--- src/timer_status_pkg.sv ---
package timer_status_pkg;

  localparam int ADDR_W = 8;
  localparam int DATA_W = 32;
  localparam int NUM_CH = 3;

  // byte offsets of the register words
  localparam logic [ADDR_W-1:0] OFS_STATUS = 8'h00;
  localparam logic [ADDR_W-1:0] OFS_EVT_STATUS = 8'h04;
  localparam logic [ADDR_W-1:0] OFS_EVT_CLEAR = 8'h08;
  localparam logic [ADDR_W-1:0] OFS_EVT_ENABLE = 8'h0C;

  // layout of compare_capture_status_a
  localparam logic [7:0] STATUS_INIT = 8'h88;
  localparam int FLAG_LSB = 0;
  localparam int ENABLE_LSB = 4;
  localparam int RSVD_HI = 7;
  localparam int RSVD_LO = 3;
  localparam logic [NUM_CH-1:0] EVT_INIT = 3'h0;

  localparam logic [1:0] RESP_OKAY = 2'h0;
  localparam logic [1:0] RESP_SLVERR = 2'h2;

  typedef enum logic [2:0] {
    SEL_STATUS,
    SEL_EVT_STATUS,
    SEL_EVT_CLEAR,
    SEL_EVT_ENABLE,
    SEL_NONE
  } sel_t;

  // word decode; the low two address bits are ignored
  function automatic sel_t decodeSel(input logic [ADDR_W-1:0] a);
    logic [ADDR_W-1:0] w;
    w = {a[ADDR_W-1:2], 2'h0};
    if (w == OFS_STATUS) return SEL_STATUS;
    if (w == OFS_EVT_STATUS) return SEL_EVT_STATUS;
    if (w == OFS_EVT_CLEAR) return SEL_EVT_CLEAR;
    if (w == OFS_EVT_ENABLE) return SEL_EVT_ENABLE;
    return SEL_NONE;
  endfunction : decodeSel

endpackage : timer_status_pkg

--- src/compare_flag_cell.sv ---
`timescale 1ns/1ps
module compare_flag_cell import timer_status_pkg::*; (
  input wire logic clk,
  input wire logic srst,
  input wire logic init,
  input wire logic setEvt,
  input wire logic swClear,
  input wire logic dmaClear,
  output logic flag,
  output logic overrun
);

  logic flag_r;
  logic flag_nxt;

  // a set in the same cycle as either clear wins
  assign flag_nxt = setEvt | (flag_r & ~swClear & ~dmaClear);

  always_ff @(posedge clk) begin
    if (srst || init) begin
      flag_r <= STATUS_INIT[FLAG_LSB];
    end else begin
      flag_r <= flag_nxt;
    end
  end

  assign flag = flag_r;
  assign overrun = setEvt & flag_r;
endmodule : compare_flag_cell

--- src/timer_compare_status_a.sv ---
`timescale 1ns/1ps
module timer_compare_status_a import timer_status_pkg::*; #(
  parameter int CNT_W = 16
) (
  input wire logic clk,
  input wire logic srst,
  input wire logic standby,
  input wire logic [CNT_W-1:0] ch0Counter,
  input wire logic [CNT_W-1:0] ch1Counter,
  input wire logic [CNT_W-1:0] ch2Counter,
  input wire logic [CNT_W-1:0] ch0GeneralRegA,
  input wire logic [CNT_W-1:0] ch1GeneralRegA,
  input wire logic [CNT_W-1:0] ch2GeneralRegA,
  input wire logic [NUM_CH-1:0] captureMode,
  input wire logic [NUM_CH-1:0] captureStrobe,
  input wire logic [NUM_CH-1:0] dmaAck,
  output logic ch0MatchIrq,
  output logic ch1MatchIrq,
  output logic ch2MatchIrq,
  output logic irqOut,
  input wire logic awvalid,
  output logic awready,
  input wire logic [ADDR_W-1:0] awaddr,
  input wire logic [2:0] awprot,
  input wire logic wvalid,
  output logic wready,
  input wire logic [DATA_W-1:0] wdata,
  input wire logic [3:0] wstrb,
  output logic bvalid,
  input wire logic bready,
  output logic [1:0] bresp,
  input wire logic arvalid,
  output logic arready,
  input wire logic [ADDR_W-1:0] araddr,
  input wire logic [2:0] arprot,
  output logic rvalid,
  input wire logic rready,
  output logic [DATA_W-1:0] rdata,
  output logic [1:0] rresp
);

  if (CNT_W < 1 || CNT_W > 32) begin : g_bad_width
    $error("CNT_W must lie between 1 and 32");
  end

  // compare and capture events
  logic [CNT_W-1:0] cnt [NUM_CH];
  logic [CNT_W-1:0] gra [NUM_CH];
  logic [NUM_CH-1:0] matchNow;
  logic [NUM_CH-1:0] matchPrev_r;
  logic [NUM_CH-1:0] setEvt;
  logic [NUM_CH-1:0] flags;
  logic [NUM_CH-1:0] overrun;
  logic [NUM_CH-1:0] swClear;
  logic [NUM_CH-1:0] armed_r;
  logic [NUM_CH-1:0] armed_nxt;
  logic [NUM_CH-1:0] readArm;
  logic [NUM_CH-1:0] en_r;
  logic [NUM_CH-1:0] chIrq_r;
  logic [NUM_CH-1:0] evtStatus_r;
  logic [NUM_CH-1:0] evtEn_r;
  logic [NUM_CH-1:0] evtClr;
  logic irq_r;
  logic initNow;
  logic [7:0] statusValue;

  assign cnt[0] = ch0Counter;
  assign cnt[1] = ch1Counter;
  assign cnt[2] = ch2Counter;
  assign gra[0] = ch0GeneralRegA;
  assign gra[1] = ch1GeneralRegA;
  assign gra[2] = ch2GeneralRegA;
  assign initNow = srst | standby;

  // bus side
  logic awready_r;
  logic wready_r;
  logic awHeld_r;
  logic wHeld_r;
  logic bvalid_r;
  logic [1:0] bresp_r;
  logic [ADDR_W-1:0] awAddr_r;
  logic [DATA_W-1:0] wData_r;
  logic [3:0] wStrb_r;
  logic arready_r;
  logic rvalid_r;
  logic [DATA_W-1:0] rdata_r;
  logic [1:0] rresp_r;
  logic awTake;
  logic wTake;
  logic doWrite;
  logic awHeld_nxt;
  logic wHeld_nxt;
  logic bvalid_nxt;
  logic arTake;
  logic rvalid_nxt;
  logic statusWr;
  sel_t wSel;
  sel_t rSel;
  logic [7:0] readValue;

  // phase counting on channel 2 only changes how its counter moves, so
  // only captureMode gates the event logic of a channel
  for (genvar i = 0; i < NUM_CH; i++) begin : g_ch
    assign matchNow[i] = ~captureMode[i] & (cnt[i] == gra[i]);
    // edge of the match so a counter that dwells on the value sets once
    assign setEvt[i] = (matchNow[i] & ~matchPrev_r[i])
      | (captureMode[i] & captureStrobe[i]);
    assign swClear[i] = statusWr & ~wData_r[FLAG_LSB + i]
      & armed_r[i];

    compare_flag_cell u_flag (
      .clk(clk),
      .srst(srst),
      .init(standby),
      .setEvt(setEvt[i]),
      .swClear(swClear[i]),
      .dmaClear(dmaAck[i]),
      .flag(flags[i]),
      .overrun(overrun[i])
    );
  end

  assign statusValue = {STATUS_INIT[RSVD_HI], en_r,
    STATUS_INIT[RSVD_LO], flags};

  // write channel
  assign awTake = awvalid & awready_r;
  assign wTake = wvalid & wready_r;
  assign doWrite = awHeld_r & wHeld_r & ~bvalid_r;
  assign awHeld_nxt = (awHeld_r | awTake) & ~doWrite;
  assign wHeld_nxt = (wHeld_r | wTake) & ~doWrite;
  assign bvalid_nxt = doWrite | (bvalid_r & ~bready);
  assign wSel = decodeSel(awAddr_r);
  assign statusWr = doWrite & (wSel == SEL_STATUS) & wStrb_r[0];
  assign evtClr = (doWrite && wSel == SEL_EVT_CLEAR && wStrb_r[0]) ?
    wData_r[NUM_CH-1:0] : '0;

  always_ff @(posedge clk) begin
    if (srst) begin
      awready_r <= 1'b0;
      wready_r <= 1'b0;
      awHeld_r <= 1'b0;
      wHeld_r <= 1'b0;
      bvalid_r <= 1'b0;
      bresp_r <= RESP_OKAY;
      awAddr_r <= '0;
      wData_r <= '0;
      wStrb_r <= '0;
    end else begin
      awready_r <= ~awHeld_nxt & ~bvalid_nxt;
      wready_r <= ~wHeld_nxt & ~bvalid_nxt;
      awHeld_r <= awHeld_nxt;
      wHeld_r <= wHeld_nxt;
      bvalid_r <= bvalid_nxt;
      if (awTake) begin
        awAddr_r <= awaddr;
      end
      if (wTake) begin
        wData_r <= wdata;
        wStrb_r <= wstrb;
      end
      if (doWrite) begin
        bresp_r <= (wSel == SEL_NONE) ? RESP_SLVERR : RESP_OKAY;
      end
    end
  end

  // read channel
  assign arTake = arvalid & arready_r;
  assign rvalid_nxt = arTake | (rvalid_r & ~rready);
  assign rSel = decodeSel(araddr);
  assign readValue = (rSel == SEL_STATUS) ? statusValue :
    (rSel == SEL_EVT_STATUS) ? {5'h00, evtStatus_r} :
    (rSel == SEL_EVT_ENABLE) ? {5'h00, evtEn_r} : 8'h00;

  always_ff @(posedge clk) begin
    if (srst) begin
      arready_r <= 1'b0;
      rvalid_r <= 1'b0;
      rdata_r <= '0;
      rresp_r <= RESP_OKAY;
    end else begin
      arready_r <= ~rvalid_nxt;
      rvalid_r <= rvalid_nxt;
      if (arTake) begin
        rdata_r <= {24'h000000, readValue};
        rresp_r <= (rSel == SEL_NONE) ? RESP_SLVERR : RESP_OKAY;
      end
    end
  end

  // a flag read as 1 arms its clear; any status write with byte 0 strobed disarms all
  assign readArm = {NUM_CH{arTake && rSel == SEL_STATUS}} & flags;
  assign armed_nxt = (armed_r | readArm) & flags & ~{NUM_CH{statusWr}};

  always_ff @(posedge clk) begin
    if (initNow) begin
      armed_r <= '0;
      en_r <= STATUS_INIT[ENABLE_LSB +: NUM_CH];
    end else begin
      armed_r <= armed_nxt;
      if (statusWr) begin
        en_r <= wData_r[ENABLE_LSB +: NUM_CH];
      end
    end
  end

  // outputs lag the flag by one clock so they come from flip-flops
  always_ff @(posedge clk) begin
    if (initNow) begin
      chIrq_r <= '0;
    end else begin
      chIrq_r <= flags & en_r;
    end
  end

  // sticky record of a set that met an already set flag
  always_ff @(posedge clk) begin
    if (srst) begin
      evtStatus_r <= EVT_INIT;
      evtEn_r <= EVT_INIT;
      irq_r <= 1'b0;
      matchPrev_r <= '0;
    end else begin
      matchPrev_r <= matchNow;
      evtStatus_r <= overrun | (evtStatus_r & ~evtClr);
      if (doWrite && wSel == SEL_EVT_ENABLE && wStrb_r[0]) begin
        evtEn_r <= wData_r[NUM_CH-1:0];
      end
      irq_r <= |(evtStatus_r & evtEn_r);
    end
  end

  assign ch0MatchIrq = chIrq_r[0];
  assign ch1MatchIrq = chIrq_r[1];
  assign ch2MatchIrq = chIrq_r[2];
  assign irqOut = irq_r;
  assign awready = awready_r;
  assign wready = wready_r;
  assign bvalid = bvalid_r;
  assign bresp = bresp_r;
  assign arready = arready_r;
  assign rvalid = rvalid_r;
  assign rdata = rdata_r;
  assign rresp = rresp_r;
endmodule : timer_compare_status_a

--- config.mk ---
export PLATFORM = sky130hd
export DESIGN_NAME = timer_compare_status_a
export DESIGN_NICKNAME = d
export VERILOG_FILES = /design/src/timer_status_pkg.sv /design/src/compare_flag_cell.sv /design/src/timer_compare_status_a.sv
export SDC_FILE = /design/constraint.sdc
export NUM_CORES = 1
export LEC_CHECK = 0
export BUFFER_PORTS_ARGS = -buffer_cell sky130_fd_sc_hd__buf_2
export CAP_MARGIN = 10
export CORE_MARGIN = 5
export CORE_UTILIZATION = 37
export CTS_CLUSTER_DIAMETER = 30
export CTS_CLUSTER_SIZE = 14
export DETAILED_ROUTE_END_ITERATION = 16
export GPL_TIMING_DRIVEN = 0
export PLACE_DENSITY_LB_ADDON = 0.3
export REMOVE_ABC_BUFFERS = 1
export SYNTH_ARGS = -nofsm -noshare
export SYNTH_HDL_FRONTEND = slang
export SYNTH_SLANG_ARGS = --single-unit
--- constraint.sdc ---
create_clock -name clk -period 5.3 [get_ports clk]
set_clock_uncertainty 0.15 [all_clocks]
set_input_delay 1.06 -clock clk [delete_from_list [all_inputs] [get_ports clk]]
set_output_delay 1.06 -clock clk [all_outputs]
set_load 0.01 [all_outputs]
==> results.tsv, run 1 <==
metric	value	unit
Critical Path End Type	flop	
Tightest Pin Transition	0.739	ns
port bufs	150	
FP Rows	31	
Die W	95.2	µm
post-synthesis register bit count	51	
die area	9060	µm²
Hold Path Class	flop to flop	
CTS H-Tree Depth	2	
placed cells	544	
post-DP HPWL	5.57	mm
# resized after CTS	0	
Setup Viol. Count Final	0	
Core Region	7180	µm²
# hold bufs at CTS	0	
critical path peak fanout	10	
post-synthesis cell area	2690	µm²
area leader, netlist	dfxtp_1	
synthesized area per cell	8.69	µm²
Max Slew Vio Count	0	
met3 routed WL	587	µm
Seq/Total Area, Yosys	0.380	
Worst Reg-to-Reg Cells	5	
cell count after synthesis	309	
Yosys cell types	44	
DRC errors left	0	
NumNets Final	623	
hold depth	2	
Hold WS	0.303	ns
Clk pin slew, worst setup/hold paths	0.10	ns
Critical Path AT	2.47	ns
clk_lat worst skew	0.31	ns
Pre-antenna DRT Iters	4	
maxcap violations	0	
die height	95.2	µm
kind of critical path	input port to flop	
final core utilization	0.494	
RSZ-0062 raised after global routing	no	
Peak supply drop	160	µV
vias post-DR	2505	
asr flop ratio synth	0	
Post-Layout Cell Count	552	
overall power	859	µW
top-count cell post-synth	dfxtp_1	
ant diodes	0	
aggregate global-route resource usage	0.144	
worst reg2reg startpoint	awAddr_r[4]	
Synth area leaders	dfxtp_1 (38%), xnor2_1 (14%), buf_4 (7.5%)	
initial DRC count	67	
reg-to-reg slack, setup	3.44	ns
filler cell count	723	
first-pass GRT wire length	10.5	mm
Worst Hold End	rdata[1]	
vias in the first global route	2507	
share of layout cells above drive strength 1	0.369	
Routability Congestion	0.745	
hold_sp	rdata[1]	
root buffer cell	clkbuf_8	
Synth warnings	0	
slew margin rel.	0.507	
total wire length	6.65	mm
status	complete, no violations	
CTS Buffer Depth	2	
top sig layer	met4	
fin crit period	2.39	ns
global route overflow	0	
Yosys top cell area share	0.380	
fmax	0.418	GHz
clock sink count	51	
Post-CTS Setup Inserts	0	
TritonCTS clock tree	done	
via-per-instance ratio	4.54	
wire length on met2	3.42	mm
period utilisation layout	0.451	
setup tns final	0	ns
Num CTS Buffers	5	
reg2reg end	evtStatus_r[1]	
synth cell count leaders	dfxtp_1 (51), xnor2_1 (42), buf_4 (27), nor2_1 (27), nand2_1 (24)	
Starting Density	0.374	
number of synthesized flops with an enable pin	0	
average wire per standard cell	12.0	µm
met1 wire length	2.61	mm
Boundary Pins	216	
crit start category	input port	
initial antenna violation count	0	
PD cells	242	nW/µm²
Pleak	1.55	nW
largest net degree at the start of global routing	43	
final hold vios	0	
ys flop type	dfxtp_1	
area growth from synthesis to final layout	31.9	%
CP required	5.38	ns
post-route ant nets	0	
flip-flops by register name (all words and copies together) (netlist names), 3 cells and up:
name,count
evtStatus_r,3
wData_r,6
g_ch.u_flag.flag,3
rdata,7
chIrq_r,3
en_r,3
matchPrev_r,3
evtEn_r,3
armed_r,3
awAddr_r,6
routing by layer:
metal / track usage / up-vias
li1: - / 1294
met1: 0.162 / 1115
met2: 0.269 / 94
met3: 0.0387 / 2
met4: 0.0288 / 0
met5: 0 / -
cell families (layout without fill, tap and decap cells):
kind of cell           after synthesis  count (layout)  share of synthesized area
flip-flops                          51              51                      0.380
AND/OR/NAND/NOR                    108             108                      0.214
other                                1              26                    0.00140
multiplexers                         9               9                     0.0349
buffers and inverters               47             166                      0.104
XOR/XNOR                            48              48                      0.156
AO/OA/AOI/OAI                       45              45                      0.109
per-stage QoR:
| stage | area (µm²) | setup WS, ns |
|---|---|---|
| 5_1_grt | 3540 | 2.84 |
| 6_report | 3540 | 2.91 |
| 3_5_place_dp | 3410 | 2.63 |
| 3_3_place_gp | 3410 | 2.64 |
| 4_1_cts | 3540 | 2.92 |
| 2_1_floorplan | 2530 | 2.93 |
how the worst max path moves through the flow:
| stage | slack, ns | start | endpoint |
|---|---|---|---|
| after global placement | 2.64 | araddr[7] | rdata[1] |
| after floorplan | 2.93 | araddr[7] | rdata[0] |
| after CTS | 2.92 | araddr[7] | armed_r[2] |
| after detailed placement | 2.63 | araddr[7] | rdata[2] |
| final | 2.91 | araddr[7] | rdata[2] |
| after global routing | 2.84 | araddr[7] | armed_r[2] |
power breakdown:
| group | total [mW] | internal, mW | switching [mW] | leakage (nW) |
|---|---|---|---|---|
| combinational | 0.138 | 0.0735 | 0.0646 | 1.07 |
| clock | 0.316 | 0.188 | 0.128 | 0.0644 |
| sequential | 0.405 | 0.394 | 0.0114 | 0.414 |
cell type report:
cell class              count  area, µm²  area share
multi-input cells         236       1480       0.418
clock buffers               5       68.8      0.0194
flip-flops and latches     51       1020       0.288
inverters                   8       30.0     0.00848
well taps                  99        124      0.0350
clock inverters             3       67.6      0.0191
repair buffers            150        751       0.212
cells in the final DEF, fill, tap and decap left out, types with 2 or more instances in the layout:
cell         n
and3b_1      2
and3_1       3
nor3_1       8
xnor2_1     42
a311o_1      2
nor3b_1      2
conb_1      26
nand3_1     16
nand4_1      9
a32oi_1      3
xor2_1       6
nor2_1      27
buf_2      150
a31oi_1      2
a21oi_1     23
a311oi_1     2
o41a_1       2
mux2i_1      6
a22oi_1      3
bufinv_16    2
nand2_1     24
nor4_4       2
and2_1       3
o21ai_1      2
nor4_1       3
nand2b_1     2
dfxtp_1     51
clkbuf_8     5
inv_1        8
mux2_2       3
critical path, cell delays in order:
cell and delay, ns:
buf_2 0.10, or4_4 0.55, nor4_4 0.49, a32oi_1 0.11, a21oi_1 0.16
(Power assumes the default switching activity.)
==> run 2, diff against run 1 <==
- CORE_UTILIZATION: 37 -> 36
- clock period: 5.3 -> 2.05 ns (I/O delays scaled with it)
==> run 2 against run 1 <==
  * Routed wire length rose by 1.7%
  * Setup slack got worse by 2.7 ns
  * Largest power group unchanged
  * Global-route usage decreased by 0.42 points
  * Die area rose by 2.5%
  * Critical path type is now flop to flop
  * Worst hold slack worse by 0.15 ns
  * Critical endpoint is now evtStatus_r[1]
==> results.tsv, run 2 (synthesis gave the netlist of run 1 again) <==
metric	value	unit	change
status	complete, no violations		
area growth from synthesis to final layout	31.0	%	
clock sink count	51		unchanged
CTS Buffer Depth	2		unchanged
post-route ant nets	0		unchanged
CP peak stage delay	0.38	ns	-0.17 ns
leading cell type in the layout, fill and taps excluded	buf_2		
Boundary Pins	216		unchanged
root buffer cell	clkbuf_8		
Critical Path AT	1.90	ns	-0.57 ns
area occupied by multi-input gates	1480	µm²	unchanged
vias in the first global route	2377		-5.2%
critical path peak fanout	6		-4
share of layout cells above drive strength 1	0.369		unchanged
Worst Path Buf+Inv	0		-1
final hold vios	0		unchanged
filler cell count	738		+2.1%
Die W	96.4	µm	+1.2%
initial antenna violation count	0		unchanged
Hold Path Class	input port to flop		
ant diodes	0		unchanged
die area	9290	µm²	+2.5%
fin crit period	1.89	ns	
crit start category	flop		
PD cells	595	nW/µm²	+150%
global route overflow	0		unchanged
Num CTS Buffers	5		unchanged
sw frac	0.250		+0.0128
Clk pin slew, worst setup/hold paths	0.09	ns	about the same
Peak supply drop	264	µV	+65%
Max Slew Vio Count	0		unchanged
Tightest Pin Transition	0.738	ns	-0.00136 ns
average wire per standard cell	12.3	µm	+1.7%
Hold WS	0.152	ns	-0.152 ns
RSZ-0062 raised after global routing	no		
total wire length	6.76	mm	+1.7%
NumNets Final	623		unchanged
Critical Path End Type	flop		
aggregate global-route resource usage	0.139		-0.00416
setup tns final	0	ns	unchanged
Pre-antenna DRT Iters	7		+3
Post-CTS Setup Inserts	0		unchanged
Slowest cell on crit path	o41a_1		
initial DRC count	75		+12%
CTS H-Tree Depth	2		unchanged
delay-heaviest family, CP	compound AO/OA/AOI/OAI gates		
Routability Congestion	0.798		+7.0%
Starting Density	0.370		-0.00400
kind of critical path	flop to flop		
die height	96.4	µm	+1.2%
vias post-DR	2506		+0.040%
largest net degree at the start of global routing	43		unchanged
commonest non-fill, non-tap cells in the layout	buf_2 (150), dfxtp_1 (51), xnor2_1 (42), nor2_1 (27), conb_1 (26)		
Int Pwr	1.57	mW	+140%
Sequential Power Share	0.500		+0.029
TritonCTS clock tree	done		
DRC errors left	0		unchanged
period utilisation layout	0.922		
Clk pwr share	0.330		-0.038
# hold bufs at CTS	0		unchanged
Psw	523	µW	+160%
# resized after CTS	0		unchanged
clk_lat worst skew	0.31	ns	about the same
via-per-instance ratio	4.54		about the same
Comb pwr share	0.170		+0.009
port bufs	150		unchanged
Pleak	1.54	nW	-0.40%
max FFs per register	7		unchanged
slew margin rel.	0.508		+0.000905
register area	1020	µm²	unchanged
fmax	0.529	GHz	
CP cell instances	and3b_1 -> nand3_2 -> o41a_1 -> a311oi_1 -> nor3_1		
Core Region	7250	µm²	+1.1%
FP Rows	31		unchanged
Setup Viol. Count Final	0		unchanged
first-pass GRT wire length	10.3	mm	-2.5%
maxcap violations	0		unchanged
post-DP HPWL	5.68	mm	+1.9%
CP required	2.06	ns	-3.32 ns
[run 2: layout make-up]
cell class              count  area share
flip-flops and latches     51       0.290
well taps                  99      0.0352
multi-input cells         236       0.421
clock buffers               5      0.0196
repair buffers            150       0.213
inverters                   8     0.00853
clock inverters             3      0.0124
[run 2: routing by layer]
layer / vias up / track usage / share of wire
li1: 1295 / - / -
met1: 1103 / 0.165 / 0.39
met2: 102 / 0.243 / 0.49
met3: 6 / 0.0418 / 0.11
met4: 0 / 0.0397 / 0.0078
met5: - / 0 / 0
[run 2: path summary, 6_finish.rpt]
path | from | endpoint | slack [ns] | cells after the start
max | bvalid | evtStatus_r[1] | 0.16 | 5
min reg2reg | rdata[0] | rdata[0] | 0.31 | 2
min | dmaAck[0] | g_ch[0].u_flag.flag | 0.15 | 2
max reg2reg | bvalid | evtStatus_r[1] | 0.16 | 5
[run 2: per-stage QoR]
step	utilization	std cells	instance area (µm²)	worst slack, ns	total power, mW
3_5_place_dp	0.470	544	3410	0.0298	1.43
4_1_cts	0.485	552	3520	0.143	2.11
5_1_grt	0.485	552	3520	0.0385	2.20
3_3_place_gp	0.470	544	3410	0.0431	1.42
6_report	0.485	552	3520	0.161	2.09
2_1_floorplan	-	295	2530	0.334	1.24
[run 2: power by group through the flow]
stage | clock network [mW] | registers [mW] | logic [mW]
after detailed placement | 0 | 1.07 | 0.360
after global placement | 0 | 1.07 | 0.351
after floorplan | 0 | 1.07 | 0.169
after CTS | 0.706 | 1.05 | 0.361
final | 0.691 | 1.05 | 0.357
after global routing | 0.750 | 1.05 | 0.397
==> run 3, diff against run 2 <==
- ABC_AREA: unset -> 1
- CAP_MARGIN: 10 -> 0
- CORE_UTILIZATION: 36 -> 37
==> run 3 against run 2 <==
  * Final cell count is 33% higher
  * Maximum frequency grew 24%
  * Clock power up 16%
  * Worst hold slack gained 0.064 ns
  * Setup slack better by 0.37 ns
==> results.tsv, run 3 <==
metric	value	unit	change
# hold bufs at CTS	0		unchanged
fmax	0.658	GHz	+24%
Synth area leaders	dfxtp_1 (34%), nand2_1 (13%), inv_1 (11%)		
Die W	100	µm	+4.3%
Post-Layout Cell Count	736		+33%
Peak supply drop	225	µV	-15%
final hold vios	0		unchanged
leading cell type in the layout, fill and taps excluded	buf_2		
RSZ-0062 raised after global routing	no		
Pre-antenna DRT Iters	4		-3
via-per-instance ratio	4.40		-3.2%
first-pass GRT wire length	12.3	mm	+20%
Boundary Pins	216		unchanged
Critical Path AT	1.56	ns	-0.34 ns
max FFs per register	7		unchanged
mux cell area share after synthesis	0		-0.0349
Starting Density	0.374		+0.00394
# resized after CTS	0		unchanged
Routability Congestion	0.821		+3.0%
initial DRC count	71		-5.3%
critical path peak fanout	6		unchanged
largest net degree at the start of global routing	23		-47%
root buffer cell	clkbuf_8		
crit start category	flop		
Hold Path Class	input port to flop		
post-synthesis register bit count	51		unchanged
synth cell count leaders	nand2_1 (107), inv_1 (90), nor2_1 (73)		
DRC errors left	0		unchanged
number of synthesized flops with an enable pin	0		unchanged
post-DP HPWL	6.44	mm	+13%
Clk pin slew, worst setup/hold paths	0.08	ns	about the same
final core utilization	0.483		-0.00178
Hold WS	0.215	ns	+0.0636 ns
NumNets Final	801		+29%
setup tns final	0	ns	unchanged
PD cells	579	nW/µm²	-2.8%
slew margin rel.	0.634		+0.126
vias post-DR	3236		+29%
CP required	2.09	ns	+0.03 ns
die height	100	µm	+4.3%
area growth from synthesis to final layout	29.1	%	
aggregate global-route resource usage	0.147		+0.00741
die area	10100	µm²	+8.7%
ant diodes	0		unchanged
Max Slew Vio Count	0		unchanged
Compound-Gate Fraction of Synth Area	0.131		+0.0219
area leader, netlist	dfxtp_1		
CTS Buffer Depth	2		unchanged
fin crit period	1.52	ns	-0.368 ns
filler cell count	858		+16%
status	complete, no violations		
FP Rows	33		+6.5%
Post-CTS Setup Inserts	0		unchanged
post-route ant nets	0		unchanged
TritonCTS clock tree	done		
CP cell instances	nor2_1 -> nand3_1 -> a21oi_2 -> nand4_1 -> o21ai_0 -> a21oi_1		
total wire length	7.47	mm	+10%
CTS H-Tree Depth	2		unchanged
Seq/Total Area, Yosys	0.337		-0.0430
vias in the first global route	3026		+27%
top-count cell post-synth	nand2_1		
simple-gate share of the synthesized area	0.307		+0.0926
maxcap violations	0		unchanged
Synth warnings	0		unchanged
main combinational cell family by area after synthesis	simple AND/OR/NAND/NOR gates		
Slowest cell on crit path	dfxtp_1		
clk_lat worst skew	0.30	ns	about the same
share of layout cells above drive strength 1	0.269		-0.0992
CP peak stage delay	0.34	ns	-0.04 ns
initial antenna violation count	0		unchanged
Yosys top cell area share	0.337		-0.0430
kind of critical path	flop to flop		
clock sink count	51		unchanged
Critical Path End Type	flop		
asr flop ratio synth	0		unchanged
ys flop type	dfxtp_1		
Tightest Pin Transition	0.548	ns	-0.190 ns
Num CTS Buffers	5		unchanged
synthesized area per cell	6.30	µm²	-28%
period utilisation layout	0.742		-0.180
placed cells	728		+34%
Pleak	2.12	nW	+38%
port bufs	150		unchanged
commonest non-fill, non-tap cells in the layout	buf_2 (150), nand2_1 (107), inv_1 (90), nor2_1 (73), dfxtp_1 (51)		
global route overflow	0		unchanged
Core Region	8090	µm²	+12%
Yosys cell types	28		-36%
average wire per standard cell	10.1	µm	-17%
post-synthesis cell area	3030	µm²	+13%
cell count after synthesis	481		+56%
Synth Area in Adders	0		unchanged
Setup Viol. Count Final	0		unchanged
Post-Synth XOR/XNOR Area	0.0376		-0.119
-- run 3: final cells by class --
cell class              instances  area, µm²  share of cell area
clock inverters                 2       60.1              0.0154
clock buffers                   6       72.6              0.0186
flip-flops and latches         51       1020               0.261
inverters                      90        338              0.0864
well taps                     105        131              0.0336
repair buffers                150        751               0.192
multi-input cells             332       1540               0.393
-- run 3: path summary, 6_finish.rpt --
path	start	endpoint	slack [ns]	cells after the start
worst max-delay path	awAddr_r[4]	evtEn_r[0]	0.53	6
worst min-delay path	awaddr[4]	awAddr_r[4]	0.22	3
worst max register to register	awAddr_r[4]	evtEn_r[0]	0.53	6
worst min register to register	rdata[2]	rdata[2]	0.32	2
-- run 3: metrics by stage --
step	power (mW)	setup WS, ns	area [µm²]
after floorplan	1.29	0.678	2900
after global placement	1.47	0.378	3780
after detailed placement	1.49	0.370	3780
after CTS	2.29	0.522	3910
after global routing	2.39	0.338	3910
final	2.26	0.529	3910
-- run 3: critical path, delay by kind of cell, from the launching register on --
family | cells | cell delay [ns]
compound gates | 3 | 0.43
flops | 1 | 0.34
simple gates | 3 | 0.48
-- run 3: logic make-up after synthesis --
logic type | Yosys count
buf+inv | 123
simple gates | 217
other cells | 1
xor+xnor | 13
flops | 51
compound gates | 76
-- run 3: power breakdown --
group	leakage [nW]	switching [mW]	total, mW	internal, mW
Sequential	0.415	0.0219	1.05	1.03
Combinational	1.64	0.223	0.410	0.187
Clock	0.0654	0.317	0.805	0.488
Total	2.12	0.563	2.26	1.70
-- run 3: metal layers --
metal	routed length, µm	global-route usage
met5	0	0
met2	3870	0.278
met1	2890	0.165
met3	651	0.0346
met4	53	0.0332
